`src/core/spc_pkg.sv`:
```
// Shared constants and types for the scan polarity and auxiliary configuration block
package spc_pkg;
	localparam int CELLS = 14;
	localparam int AUXES = 6;
	localparam int ADDR_W = 8;
	localparam int DATA_W = 16;
	localparam logic [7:0] ADDR_POLARITY = 8'h5F;
	localparam logic [7:0] ADDR_AUX_REF = 8'h60;
	localparam logic [7:0] ADDR_SETTLE = 8'h61;
	localparam logic [7:0] ADDR_STATUS = 8'h70;
	localparam logic [7:0] ADDR_MASK = 8'h71;
	localparam int POL_MODE_BIT = 15;
	localparam int POL_CELL_MSB = 13;
	localparam int AUX_REF_MSB = 5;
	localparam int SETTLE_MSB = 9;
	localparam int TWO_WIRE_MSB = 1;
	localparam logic [13:0] POL_CELL_RESET = 14'h0000;
	localparam logic POL_MODE_RESET = 1'h0;
	localparam logic [5:0] AUX_REF_RESET = 6'h00;
	localparam logic [9:0] SETTLE_RESET = 10'h000;
	localparam int EVT_SETTLED = 0;
	localparam int EVT_OVERRUN = 1;
	localparam int EVT_W = 2;
	localparam logic [1:0] EVT_RESET = 2'h0;
	localparam int CLK_PERIOD_PS = 4000;
	localparam int SETTLE_UNIT_US = 6;
	localparam int SETTLE_UNIT_CYCLES = SETTLE_UNIT_US * 1000000 / CLK_PERIOD_PS;
	localparam int PRESCALE_W = 11;
	typedef enum logic [1:0] {
		SPC_IDLE = 2'h0,
		SPC_SETTLE = 2'h1,
		SPC_CONVERT = 2'h3
	} spc_phase_t;
	typedef struct packed {
		logic [7:0] addr;
		logic [15:0] wdata;
		logic wr;
		logic rd;
	} spc_bus_req_t;
	typedef struct packed {
		logic [13:0] extreme_include;
		logic [13:0] fault_mask;
		logic [13:0] bipolar_threshold;
		logic [13:0] comparator_enable;
		logic [5:0] aux_absolute;
	} spc_cell_ctrl_t;
endpackage

```
`src/core/spc_config_top.sv`:
```
// Register bank and settling sequencer for scan polarity and auxiliary reference control
// Contract
// - Mode bit picks unipolar or bipolar extremes
// - One polarity bit per cell, reset unipolar
// - Bipolar cells fault masked in balance diagnostics
// - Bipolar cells use bipolar voltage thresholds
// - Bipolar cells excluded from comparator scans
// - Per-channel bit selects ratiometric or absolute
// - Generic I/O channel ignores reference bit
// - Two-wire mode ignores channels one and zero
// - Settling time is count times six microseconds
// - Settling inserted before every requested scan
// - Charge pump refreshed during idle settling
// - Auto mode drives bias only from acquisition
//
// The plain strobed port was left to the implementer.
`timescale 1ns/100ps
module spc_config_top #(
	parameter int CELLS = spc_pkg::CELLS,
	parameter int AUXES = spc_pkg::AUXES,
	parameter int UNIT_CYCLES = spc_pkg::SETTLE_UNIT_CYCLES
) (
	input wire logic ref_clk,
	input wire logic reset,
	input spc_pkg::spc_bus_req_t bus_req,
	output logic [15:0] bus_rdata,
	input wire logic scan_request,
	input wire logic scan_done,
	input wire logic auto_mode,
	input wire logic other_scan_active,
	input wire logic balance_switch_diag_scan,
	input wire logic [AUXES-1:0] aux_pin_generic_io_enable,
	input wire logic aux_pin_two_wire_enable,
	output spc_pkg::spc_cell_ctrl_t cell_ctrl,
	output logic [CELLS-1:0] cell_bipolar,
	output logic extreme_calc_polarity_mode,
	output logic thermistor_bias_output,
	output logic high_voltage_charge_pump,
	output logic conversion_release,
	output logic settle_busy,
	output logic irq
);
	typedef struct packed {
		spc_pkg::spc_phase_t phase;
		logic [CELLS-1:0] polarity;
		logic mode;
		logic [AUXES-1:0] aux_ref;
		logic [spc_pkg::SETTLE_MSB:0] settle;
		logic [spc_pkg::EVT_W-1:0] status;
		logic [spc_pkg::EVT_W-1:0] mask;
		logic [15:0] rdata;
		logic release_q;
	} spc_main_st_t;

	spc_main_st_t st_reg;
	spc_main_st_t st_next;
	logic timer_running;
	logic timer_load;
	logic [spc_pkg::EVT_W-1:0] events;
	logic wr_status;

	assign timer_load = st_reg.phase == spc_pkg::SPC_IDLE && scan_request;

	spc_settle_timer #(
		.UNIT_CYCLES(UNIT_CYCLES),
		.COUNT_W(spc_pkg::SETTLE_MSB + 1)
	) u_timer (
		.ref_clk(ref_clk),
		.reset(reset),
		.load(timer_load),
		.load_value(st_reg.settle),
		.running(timer_running)
	);

	spc_cell_classifier #(
		.CELLS(CELLS),
		.AUXES(AUXES)
	) u_class (
		.ref_clk(ref_clk),
		.reset(reset),
		.cell_bipolar(st_reg.polarity),
		.extreme_calc_polarity_mode(st_reg.mode),
		.balance_switch_diag_scan(balance_switch_diag_scan),
		.aux_reference_select(st_reg.aux_ref),
		.aux_pin_generic_io_enable(aux_pin_generic_io_enable),
		.aux_pin_two_wire_enable(aux_pin_two_wire_enable),
		.cell_ctrl(cell_ctrl)
	);

	// A request while busy is dropped, never queued
	always_comb begin
		events = '0;
		events[spc_pkg::EVT_SETTLED] = st_reg.phase == spc_pkg::SPC_SETTLE && !timer_running;
		events[spc_pkg::EVT_OVERRUN] = st_reg.phase != spc_pkg::SPC_IDLE && scan_request;
	end

	assign wr_status = bus_req.wr && bus_req.addr == spc_pkg::ADDR_STATUS;

	always_comb begin
		st_next = st_reg;
		st_next.release_q = 1'b0;
		st_next.rdata = 16'h0000;
		case (st_reg.phase)
			spc_pkg::SPC_IDLE: begin
				if (scan_request) begin
					st_next.phase = spc_pkg::SPC_SETTLE;
				end
			end
			spc_pkg::SPC_SETTLE: begin
				if (!timer_running) begin
					st_next.phase = spc_pkg::SPC_CONVERT;
					st_next.release_q = 1'b1;
				end
			end
			spc_pkg::SPC_CONVERT: begin
				if (scan_done) begin
					st_next.phase = spc_pkg::SPC_IDLE;
				end
			end
			default: begin
				st_next.phase = spc_pkg::SPC_IDLE;
			end
		endcase
		if (bus_req.wr) begin
			case (bus_req.addr)
				spc_pkg::ADDR_POLARITY: begin
					st_next.polarity = bus_req.wdata[spc_pkg::POL_CELL_MSB:0];
					st_next.mode = bus_req.wdata[spc_pkg::POL_MODE_BIT];
				end
				spc_pkg::ADDR_AUX_REF: begin
					st_next.aux_ref = bus_req.wdata[spc_pkg::AUX_REF_MSB:0];
				end
				spc_pkg::ADDR_SETTLE: begin
					st_next.settle = bus_req.wdata[spc_pkg::SETTLE_MSB:0];
				end
				spc_pkg::ADDR_MASK: begin
					st_next.mask = bus_req.wdata[spc_pkg::EVT_W-1:0];
				end
				default: begin
				end
			endcase
		end
		// Set beats clear in the same cycle
		if (wr_status) begin
			st_next.status = (st_reg.status & ~bus_req.wdata[spc_pkg::EVT_W-1:0]) | events;
		end else begin
			st_next.status = st_reg.status | events;
		end
		if (bus_req.rd) begin
			case (bus_req.addr)
				spc_pkg::ADDR_POLARITY: begin
					st_next.rdata = {st_reg.mode, 1'b0, st_reg.polarity};
				end
				spc_pkg::ADDR_AUX_REF: begin
					st_next.rdata = {10'h000, st_reg.aux_ref};
				end
				spc_pkg::ADDR_SETTLE: begin
					st_next.rdata = {6'h00, st_reg.settle};
				end
				spc_pkg::ADDR_STATUS: begin
					st_next.rdata = {14'h0000, st_reg.status};
				end
				spc_pkg::ADDR_MASK: begin
					st_next.rdata = {14'h0000, st_reg.mask};
				end
				default: begin
					st_next.rdata = 16'h0000;
				end
			endcase
		end
	end

	always_ff @(posedge ref_clk or posedge reset) begin
		if (reset) begin
			st_reg.phase <= spc_pkg::SPC_IDLE;
			st_reg.polarity <= spc_pkg::POL_CELL_RESET;
			st_reg.mode <= spc_pkg::POL_MODE_RESET;
			st_reg.aux_ref <= spc_pkg::AUX_REF_RESET;
			st_reg.settle <= spc_pkg::SETTLE_RESET;
			st_reg.status <= spc_pkg::EVT_RESET;
			st_reg.mask <= spc_pkg::EVT_RESET;
			st_reg.rdata <= 16'h0000;
			st_reg.release_q <= 1'b0;
		end else begin
			st_reg <= st_next;
		end
	end

	assign bus_rdata = st_reg.rdata;
	assign cell_bipolar = st_reg.polarity;
	assign extreme_calc_polarity_mode = st_reg.mode;
	assign conversion_release = st_reg.release_q;
	assign settle_busy = st_reg.phase == spc_pkg::SPC_SETTLE;
	// Bias held off until the acquisition starts so settling counts from its edge
	assign thermistor_bias_output = !auto_mode || st_reg.phase != spc_pkg::SPC_IDLE;
	// Pump refresh yields to any other active measurement
	assign high_voltage_charge_pump = settle_busy && timer_running && !other_scan_active;
	assign irq = |(st_reg.status & st_reg.mask);

	a_extreme_pick: assert property (@(posedge ref_clk) disable iff (reset)
		##1 cell_ctrl.extreme_include == ~($past(st_reg.polarity) ^ {CELLS{$past(st_reg.mode)}}))
		else $error("extreme calculation set wrong");

	a_polarity_store: assert property (@(posedge ref_clk) disable iff (reset)
		(bus_req.wr && bus_req.addr == spc_pkg::ADDR_POLARITY) ##1 bus_req.rd
		&& bus_req.addr == spc_pkg::ADDR_POLARITY
		|=> bus_rdata[spc_pkg::POL_CELL_MSB:0] == $past(bus_req.wdata[13:0], 2))
		else $error("polarity readback mismatch");

	a_diag_mask: assert property (@(posedge ref_clk) disable iff (reset)
		##1 cell_ctrl.fault_mask == ($past(st_reg.polarity)
		& {CELLS{$past(balance_switch_diag_scan)}}))
		else $error("diagnostic fault mask wrong");

	a_bip_threshold: assert property (@(posedge ref_clk) disable iff (reset)
		##1 cell_ctrl.bipolar_threshold == $past(st_reg.polarity))
		else $error("threshold set wrong");

	a_comp_exclude: assert property (@(posedge ref_clk) disable iff (reset)
		##1 (cell_ctrl.comparator_enable & $past(st_reg.polarity)) == '0)
		else $error("bipolar cell in comparator scan");

	a_gpio_ignore: assert property (@(posedge ref_clk) disable iff (reset)
		##1 (cell_ctrl.aux_absolute & $past(aux_pin_generic_io_enable)) == '0)
		else $error("generic io channel uses reference bit");

	a_two_wire_ignore: assert property (@(posedge ref_clk) disable iff (reset)
		$past(aux_pin_two_wire_enable) |-> cell_ctrl.aux_absolute[1:0] == 2'h0
		&& cell_ctrl.aux_absolute[5:2] == ($past(st_reg.aux_ref[5:2])
		& ~$past(aux_pin_generic_io_enable[5:2])))
		else $error("two-wire channel select wrong");

	a_request_load: assert property (@(posedge ref_clk) disable iff (reset)
		(st_reg.phase == spc_pkg::SPC_IDLE && scan_request && st_reg.settle != '0)
		|=> settle_busy ##1 timer_running)
		else $error("request did not start settling");

	a_release_order: assert property (@(posedge ref_clk) disable iff (reset)
		conversion_release |-> $past(settle_busy) && !$past(timer_running)
		&& st_reg.phase == spc_pkg::SPC_CONVERT)
		else $error("conversion released before settling");

	a_zero_settle: assert property (@(posedge ref_clk) disable iff (reset)
		(st_reg.phase == spc_pkg::SPC_IDLE && scan_request && st_reg.settle == '0)
		|=> ##1 conversion_release)
		else $error("zero settling not immediate");

	a_pump_refresh: assert property (@(posedge ref_clk) disable iff (reset)
		high_voltage_charge_pump |-> settle_busy && !other_scan_active
		&& !conversion_release)
		else $error("pump refresh outside idle settling");

	a_bias_auto: assert property (@(posedge ref_clk) disable iff (reset)
		(auto_mode && st_reg.phase == spc_pkg::SPC_IDLE) |-> !thermistor_bias_output)
		else $error("bias driven before acquisition");

	a_event_sticky: assert property (@(posedge ref_clk) disable iff (reset)
		conversion_release |-> st_reg.status[spc_pkg::EVT_SETTLED])
		else $error("settled event not recorded");

	a_overrun_flag: assert property (@(posedge ref_clk) disable iff (reset)
		(st_reg.phase != spc_pkg::SPC_IDLE && scan_request)
		|=> st_reg.status[spc_pkg::EVT_OVERRUN])
		else $error("overrun event not recorded");

	a_busy_drop: assert property (@(posedge ref_clk) disable iff (reset)
		(st_reg.phase == spc_pkg::SPC_CONVERT && !scan_done)
		|=> st_reg.phase == spc_pkg::SPC_CONVERT)
		else $error("conversion phase left without done");

	a_status_clear: assert property (@(posedge ref_clk) disable iff (reset)
		(wr_status && bus_req.wdata[spc_pkg::EVT_OVERRUN] && !events[spc_pkg::EVT_OVERRUN])
		|=> !st_reg.status[spc_pkg::EVT_OVERRUN])
		else $error("status bit not cleared by write");

	a_rdata_idle: assert property (@(posedge ref_clk) disable iff (reset)
		!bus_req.rd |=> bus_rdata == 16'h0000)
		else $error("read data outside read cycle");

	a_reserved_zero: assert property (@(posedge ref_clk) disable iff (reset)
		(bus_req.rd && bus_req.addr == spc_pkg::ADDR_POLARITY) |=> !bus_rdata[14])
		else $error("reserved polarity bit read back");

	a_mode_store: assert property (@(posedge ref_clk) disable iff (reset)
		(bus_req.wr && bus_req.addr == spc_pkg::ADDR_POLARITY)
		|=> extreme_calc_polarity_mode == $past(bus_req.wdata[spc_pkg::POL_MODE_BIT]))
		else $error("mode bit not stored");

	a_aux_store: assert property (@(posedge ref_clk) disable iff (reset)
		(bus_req.wr && bus_req.addr == spc_pkg::ADDR_AUX_REF)
		|=> st_reg.aux_ref == $past(bus_req.wdata[spc_pkg::AUX_REF_MSB:0]))
		else $error("reference select not stored");

	a_settle_store: assert property (@(posedge ref_clk) disable iff (reset)
		(bus_req.wr && bus_req.addr == spc_pkg::ADDR_SETTLE)
		|=> st_reg.settle == $past(bus_req.wdata[spc_pkg::SETTLE_MSB:0]))
		else $error("settle count not stored");

	a_bias_settle: assert property (@(posedge ref_clk) disable iff (reset)
		settle_busy |-> thermistor_bias_output)
		else $error("settling without bias applied");

	a_pump_on: assert property (@(posedge ref_clk) disable iff (reset)
		(settle_busy && timer_running && !other_scan_active) |-> high_voltage_charge_pump)
		else $error("pump not refreshed while idle settling");
endmodule

```
`src/core/spc_settle_timer.sv`:
```
// Settling interval counter on a 6 us tick
`timescale 1ns/100ps
module spc_settle_timer #(
	parameter int UNIT_CYCLES = spc_pkg::SETTLE_UNIT_CYCLES,
	parameter int COUNT_W = spc_pkg::SETTLE_MSB + 1
) (
	input wire logic ref_clk,
	input wire logic reset,
	input wire logic load,
	input wire logic [COUNT_W-1:0] load_value,
	output logic running
);
	localparam logic [spc_pkg::PRESCALE_W-1:0] UNIT_LAST =
		spc_pkg::PRESCALE_W'(UNIT_CYCLES - 1);
	typedef struct packed {
		logic [spc_pkg::PRESCALE_W-1:0] prescale;
		logic [COUNT_W-1:0] count;
	} spc_timer_st_t;
	spc_timer_st_t st_reg;
	spc_timer_st_t st_next;

	always_comb begin
		st_next = st_reg;
		if (load) begin
			st_next.count = load_value;
			st_next.prescale = UNIT_LAST;
		end else if (st_reg.count != '0) begin
			if (st_reg.prescale == '0) begin
				st_next.count = st_reg.count - COUNT_W'(1);
				st_next.prescale = UNIT_LAST;
			end else begin
				st_next.prescale = st_reg.prescale - spc_pkg::PRESCALE_W'(1);
			end
		end
	end

	always_ff @(posedge ref_clk or posedge reset) begin
		if (reset) begin
			st_reg <= '0;
		end else begin
			st_reg <= st_next;
		end
	end

	assign running = st_reg.count != '0;

	a_settle_hold: assert property (@(posedge ref_clk) disable iff (reset)
		(!load && st_reg.prescale != '0 && running) |=> $stable(st_reg.count))
		else $error("settle count moved between ticks");
endmodule

```
`src/core/spc_cell_classifier.sv`:
```
// Per-cell and per-channel routing derived from the polarity and reference settings
`timescale 1ns/100ps
module spc_cell_classifier #(
	parameter int CELLS = spc_pkg::CELLS,
	parameter int AUXES = spc_pkg::AUXES
) (
	input wire logic ref_clk,
	input wire logic reset,
	input wire logic [CELLS-1:0] cell_bipolar,
	input wire logic extreme_calc_polarity_mode,
	input wire logic balance_switch_diag_scan,
	input wire logic [AUXES-1:0] aux_reference_select,
	input wire logic [AUXES-1:0] aux_pin_generic_io_enable,
	input wire logic aux_pin_two_wire_enable,
	output spc_pkg::spc_cell_ctrl_t cell_ctrl
);
	// Reset decode of the stored defaults, so no cell drops out of the extremes after reset
	localparam spc_pkg::spc_cell_ctrl_t CTRL_RESET = '{
		extreme_include: ~(spc_pkg::POL_CELL_RESET ^ {14{spc_pkg::POL_MODE_RESET}}),
		fault_mask: 14'h0000,
		bipolar_threshold: spc_pkg::POL_CELL_RESET,
		comparator_enable: ~spc_pkg::POL_CELL_RESET,
		aux_absolute: spc_pkg::AUX_REF_RESET
	};
	spc_pkg::spc_cell_ctrl_t st_reg;
	spc_pkg::spc_cell_ctrl_t st_next;
	logic [CELLS-1:0] inc_w, mask_w, thr_w, cmp_w;
	logic [AUXES-1:0] abs_w;

	genvar i;
	generate
		for (i = 0; i < CELLS; i++) begin : g_cell
			assign inc_w[i] = cell_bipolar[i] == extreme_calc_polarity_mode;
			assign mask_w[i] = cell_bipolar[i] & balance_switch_diag_scan;
			assign thr_w[i] = cell_bipolar[i];
			assign cmp_w[i] = !cell_bipolar[i];
		end
		for (i = 0; i < AUXES; i++) begin : g_aux
			// Ignored channels fall back to ratiometric; the stored bit is untouched
			assign abs_w[i] = aux_reference_select[i] && !aux_pin_generic_io_enable[i]
				&& !(aux_pin_two_wire_enable && i <= spc_pkg::TWO_WIRE_MSB);
		end
	endgenerate

	always_comb begin
		st_next = st_reg;
		st_next.extreme_include = inc_w;
		st_next.fault_mask = mask_w;
		st_next.bipolar_threshold = thr_w;
		st_next.comparator_enable = cmp_w;
		st_next.aux_absolute = abs_w;
	end

	always_ff @(posedge ref_clk or posedge reset) begin
		if (reset) begin
			st_reg <= CTRL_RESET;
		end else begin
			st_reg <= st_next;
		end
	end

	assign cell_ctrl = st_reg;
endmodule

```
`config.mk`:
```
export PLATFORM = sky130hd
export DESIGN_NAME = spc_config_top
export DESIGN_NICKNAME = d
export VERILOG_FILES = /design/src/core/spc_pkg.sv /design/src/core/spc_config_top.sv /design/src/core/spc_settle_timer.sv /design/src/core/spc_cell_classifier.sv
export SDC_FILE = /design/constraint.sdc
export NUM_CORES = 1
export LEC_CHECK = 0
export BUFFER_PORTS_ARGS = -buffer_cell sky130_fd_sc_hd__clkbuf_2
export CAP_MARGIN = 30
export CORE_MARGIN = 10
export CORE_UTILIZATION = 48
export DETAILED_ROUTE_END_ITERATION = 10
export GPL_TIMING_DRIVEN = 0
export HOLD_SLACK_MARGIN = 0.1
export PLACE_DENSITY = 0.74
export SETUP_SLACK_MARGIN = 0.5
export SYNTH_ARGS = -nofsm -noshare
export SYNTH_HDL_FRONTEND = slang
export SYNTH_SLANG_ARGS = --single-unit
```
`constraint.sdc`:
```
create_clock -name ref_clk -period 7.8 [get_ports ref_clk]
set_input_delay 1.56 -clock ref_clk [delete_from_list [all_inputs] [get_ports ref_clk]]
set_output_delay 1.56 -clock ref_clk [all_outputs]
set_load 0.02 [all_outputs]
```
# Yosys cells after proc, flatten, opt, wreduce, memory -nomap -nowiden
# Cells that the tools add are included.
# W data, S select, Z words.
# word_totals
register_bits,137
input_bits,40
out_inout_bits,98
elab_cells,126
# classes
n_addsub,2
n_eq_ne,24
n_mux,13
bitwise,19
reduce_logical,52
# op_table
operator,count
$pmux W16 S5,1
$mux W21,2
$eq A8 B7 Y1 const B,5
$logic_not A1 Y1,24
$mux W16,1
$and A1 B1 Y1,14
$eq A1 B1 Y1,14
$logic_and A1 B1 Y1,14
$logic_not A11 Y1,1
$mux W11,1
$sub A11 B1 Y11 const B,1
$mux W10,1
$reduce_and A2 Y1,5
$reduce_bool A10 Y1,1
$sub A10 B1 Y10 const B,1
$mux W2,4
$ne A2 B2 Y1 const B,3
$pmux W2 S3,1
$reduce_bool A2 Y1,3
$and A2 B2 Y2,2
$or A2 B2 Y2,2
$reduce_and A3 Y1,1
$eq A2 B1 Y1 const B,1
$eq A2 B2 Y1 const B,1
other kinds (5),6

# Longest topological paths before layout
# depth
word_depth,5
ltp_mapped,8

# Hierarchy
# From an unflattened synthesis, not the netlist that was laid out.
# unflattened
cells_unflattened,452
hier_area_um2,5611.6
# modules_own_cells
mod,n_inst,cells_each,area_each_um2,seq_area_each_um2
spc_config_top,1,190,2391.0,1326.3
spc_cell_classifier,1,114,1929.4,1586.5
spc_settle_timer,1,148,1291.2,525.5

# Least setup slack after synthesis
# No wires, ideal clock.
# synth_timing
path_kind,input to output
start,input other_scan_active
end,output high_voltage_charge_pump
t_arrival_ps,2057
required_time_ps,6240
slack_ps,4183
path_stages,1
n_path_buf,0
cell_sequence,nor3_1
# synth_via
elab_chain_len,2
# synth_rtl
item,line,text
"start, declared",spc_config_top.sv:30,"input wire logic other_scan_active,"
$logic_not A1 Y1,spc_config_top.sv:197,assign high_voltage_charge_pump = settle_busy && timer_running && !other_scan_active;
$logic_and A1 B1 Y1,spc_config_top.sv:197,
"end, declared",spc_config_top.sv:38,"output logic high_voltage_charge_pump,"
# Every way passes these cells.

# Final worst setup path
# layout_timing
start,register u_timer.st_reg[0] (netlist bit)
end,output high_voltage_charge_pump
# layout_via
elab_chain_len,3
# layout_rtl
item,line,text
"start, declared",spc_settle_timer.sv:19,spc_timer_st_t st_reg;
"start signal, assigned",spc_settle_timer.sv:41,st_reg <= st_next;
$reduce_bool A10 Y1,spc_settle_timer.sv:45,assign running = st_reg.count != '0;
$logic_and A1 B1 Y1 (2 in a row),spc_config_top.sv:197,
# Every way passes these cells.

==> run metrics <==
synth warn=0; Antenna Nets Post-Route=0; die area=roughly 16000 um2; Post-Route WL=roughly 13000 um; most common cell after layout, fill and taps aside=clkbuf_2; setup TNS=0 ns; Crit Path Class=reg -> out; PortBufs=133; Hold WC Path Type=reg -> reg; Max-slew headroom=55.3%; global route overflow=0; number of buffers added for setup after CTS=0; wire length of the first global-routing pass=21100 um; Mapped Area=5520 um2; TritonCTS clock tree=done; Critical Path RT=6.24 ns; Tcrit/Tclk final=46.4%; Worst-Margin Slew=approximately 0.67 ns; PwrDens=290 nW/um2; Root Driver=clkbuf_16; crit-path max FO=8; Finished Layout Cells=751; status=finished clean; nets=between 600 and 700; most frequent cells in the layout=clkbuf_2, dfrtp_1, mux2_2; DRC viols=0; clk buf depth=2; Setup crit end kind=output port; initial core utilization=48.7%; I/O pin cnt=138; grt peak-use layer=met2; filler cell count=888; number of global-route vias before repair=4078; area grow syn2layout=27.4%; Async S/R FF share, synth=100%; Iter 0 DRT Violations=320; # setup viols final=0; DP HPWL=9670 um; total number of vias=roughly 3800; met2 Usage GRT=26.2%; fin. max-slew vios=0; Post-Syn Area per Cell=12.5 um2; met3 usage=7.32%; clock-pin transition on the worst setup and hold timing paths=0.06 ns; Post-CTS Resized=0; register bit total from synthesis=approximately 140; minimum clock period=3.62 ns; Total GRT Usage=approximately 16%; Leak=3.48 nW; Setup Skew=slightly below 0.009 ns; iteration count of the initial detailed-routing pass=4; worst-skew pair later-pin latency=approximately 0.4 ns; largest net degree at the start of global routing=90; Post-Syn Instances=between 400 and 500; htree depth=4; Clock Sinks=136; CTS buffer count=17; fmax=approximately 280 MHz; Netlist cell types=52; Rows=39; Via density=5.02; cts hold-fix bufs=0; max reg flops=62; layout cells sized above 1=44.8%; Die Span Y=~130 um; Peak VDD IR=~0.17 mV; core area=11300 um2; crit start category=flip-flop; dpl cells=718; sequential share of the synthesized area=62.3%; number of enable flip-flop cells after synthesis=0; Crit path arrival time=2.06 ns; Syn Nets=483; max-capacitance violation count=0; GPL Wtd Cong=0.806; initial antenna violation count=1; M1 GR Usage=19.1%; prevailing post-synth register cell=dfrtp_1; RSZ-0062 raised after global routing=false; Wirelength per Cell=between 15 and 20 um; Final Hold Fails=0; Die W=between 100 and 150 um
area by class of cell:
type	count	area (um2)	share of cell area [%]
flip-flops and latches	136	3440	48.9
multi-input cells	237	1700	24.2
repair buffers	135	698	9.93
clock buffers	18	429	6.10
plain buffers	45	294	4.18
clock inverters	14	200	2.85
well taps	143	179	2.54
inverters	22	87.6	1.25
diodes	1	2.50	0.0356
routing by layer:
layer	up-vias	share of wire, %
li1	1769	-
met1	1850	43
met2	133	48
met3	18	8.3
met4	0	1.6
met5	-	0
cell usage after synthesis (all sizes together), types with 5 or more instances:
| cell | count | share of area (%) |
|---|---|---|
| nand3 | 12 | 1.1 |
| and2 | 14 | 1.6 |
| nor3 | 11 | 1.1 |
| o21ai | 11 | 1.0 |
| clkbuf | 9 | 0.61 |
| and3 | 8 | 0.91 |
| nor3b | 5 | 0.77 |
| dfrtp | 108 | 49 |
| buf | 36 | 4.7 |
| inv | 22 | 1.5 |
| a21oi | 8 | 0.73 |
| nor2b | 11 | 1.2 |
| mux2 | 34 | 6.9 |
| a22oi | 7 | 0.95 |
| nor2 | 16 | 1.1 |
| xor2 | 7 | 1.1 |
| dfstp | 28 | 13 |
| xnor2 | 19 | 3.0 |
| nand2 | 30 | 2.0 |
worst max-delay path, stage by stage (launching register included):
cell	delay, ns
dfrtp_1	0.39
inv_1	0.09
ha_1	0.16
nor3b_2	0.38
and3_1	0.37
nor3_1	0.08
clkbuf_2	0.16
per-stage QoR:
step / hold slack (ns) / power [W] / cell area [um2] / utilization, % / worst slack, ns
2_1_floorplan: 0.450 / 0.00110 / 5520 / - / 2.65
3_3_place_gp: 0.493 / 0.00119 / 6360 / 56.2 / 1.38
3_5_place_dp: 0.503 / 0.00121 / 6400 / 56.5 / 4.23
4_1_cts: 0.512 / 0.00206 / 7030 / 62.1 / 4.19
5_1_grt: 0.536 / 0.00215 / 7030 / 62.1 / 3.99
6_report: 0.511 / 0.00204 / 7030 / 62.1 / 4.18
cells by family after synthesis:
| logic type | Yosys count | share of synthesized area, % |
|---|---|---|
| adders and majority gates | 3 | 0.680 |
| xor gates and xnor gates | 26 | 4.13 |
| muxes | 37 | 7.94 |
| and+or+nand+nor | 130 | 13.4 |
| buffers and inverters | 67 | 6.83 |
| other | 1 | 0.0680 |
| DFF | 136 | 62.3 |
| AOI/OAI and AO/OA | 40 | 4.65 |
path summary, 6_finish.rpt:
| path | startpoint | to | slack, ns | depth (start not counted) |
|---|---|---|---|---|
| setup / recovery | u_timer.st_reg[0] | high_voltage_charge_pump | 4.18 | 6 |
| min in group asynchronous | reset | cell_bipolar[13] | 1.18 | 2 |
| max in group asynchronous | reset | u_class.cell_ctrl[55] | 5.85 | 3 |
| hold reg to reg | cell_bipolar[10] | u_class.cell_ctrl[30] | 0.51 | 0 |
| setup reg to reg | u_timer.st_reg[0] | u_timer.st_reg[14] | 5.66 | 7 |
| hold / removal | cell_bipolar[10] | u_class.cell_ctrl[30] | 0.51 | 0 |
power breakdown:
group / switching (W) / internal, W / leakage (nW)
clock: 0.000305 / 0.000538 / 0.309
combinational: 0.000194 / 0.000137 / 1.44
sequential: 0.0000759 / 0.000792 / 1.74
Note: power is estimated with default switching activity, not from simulation.
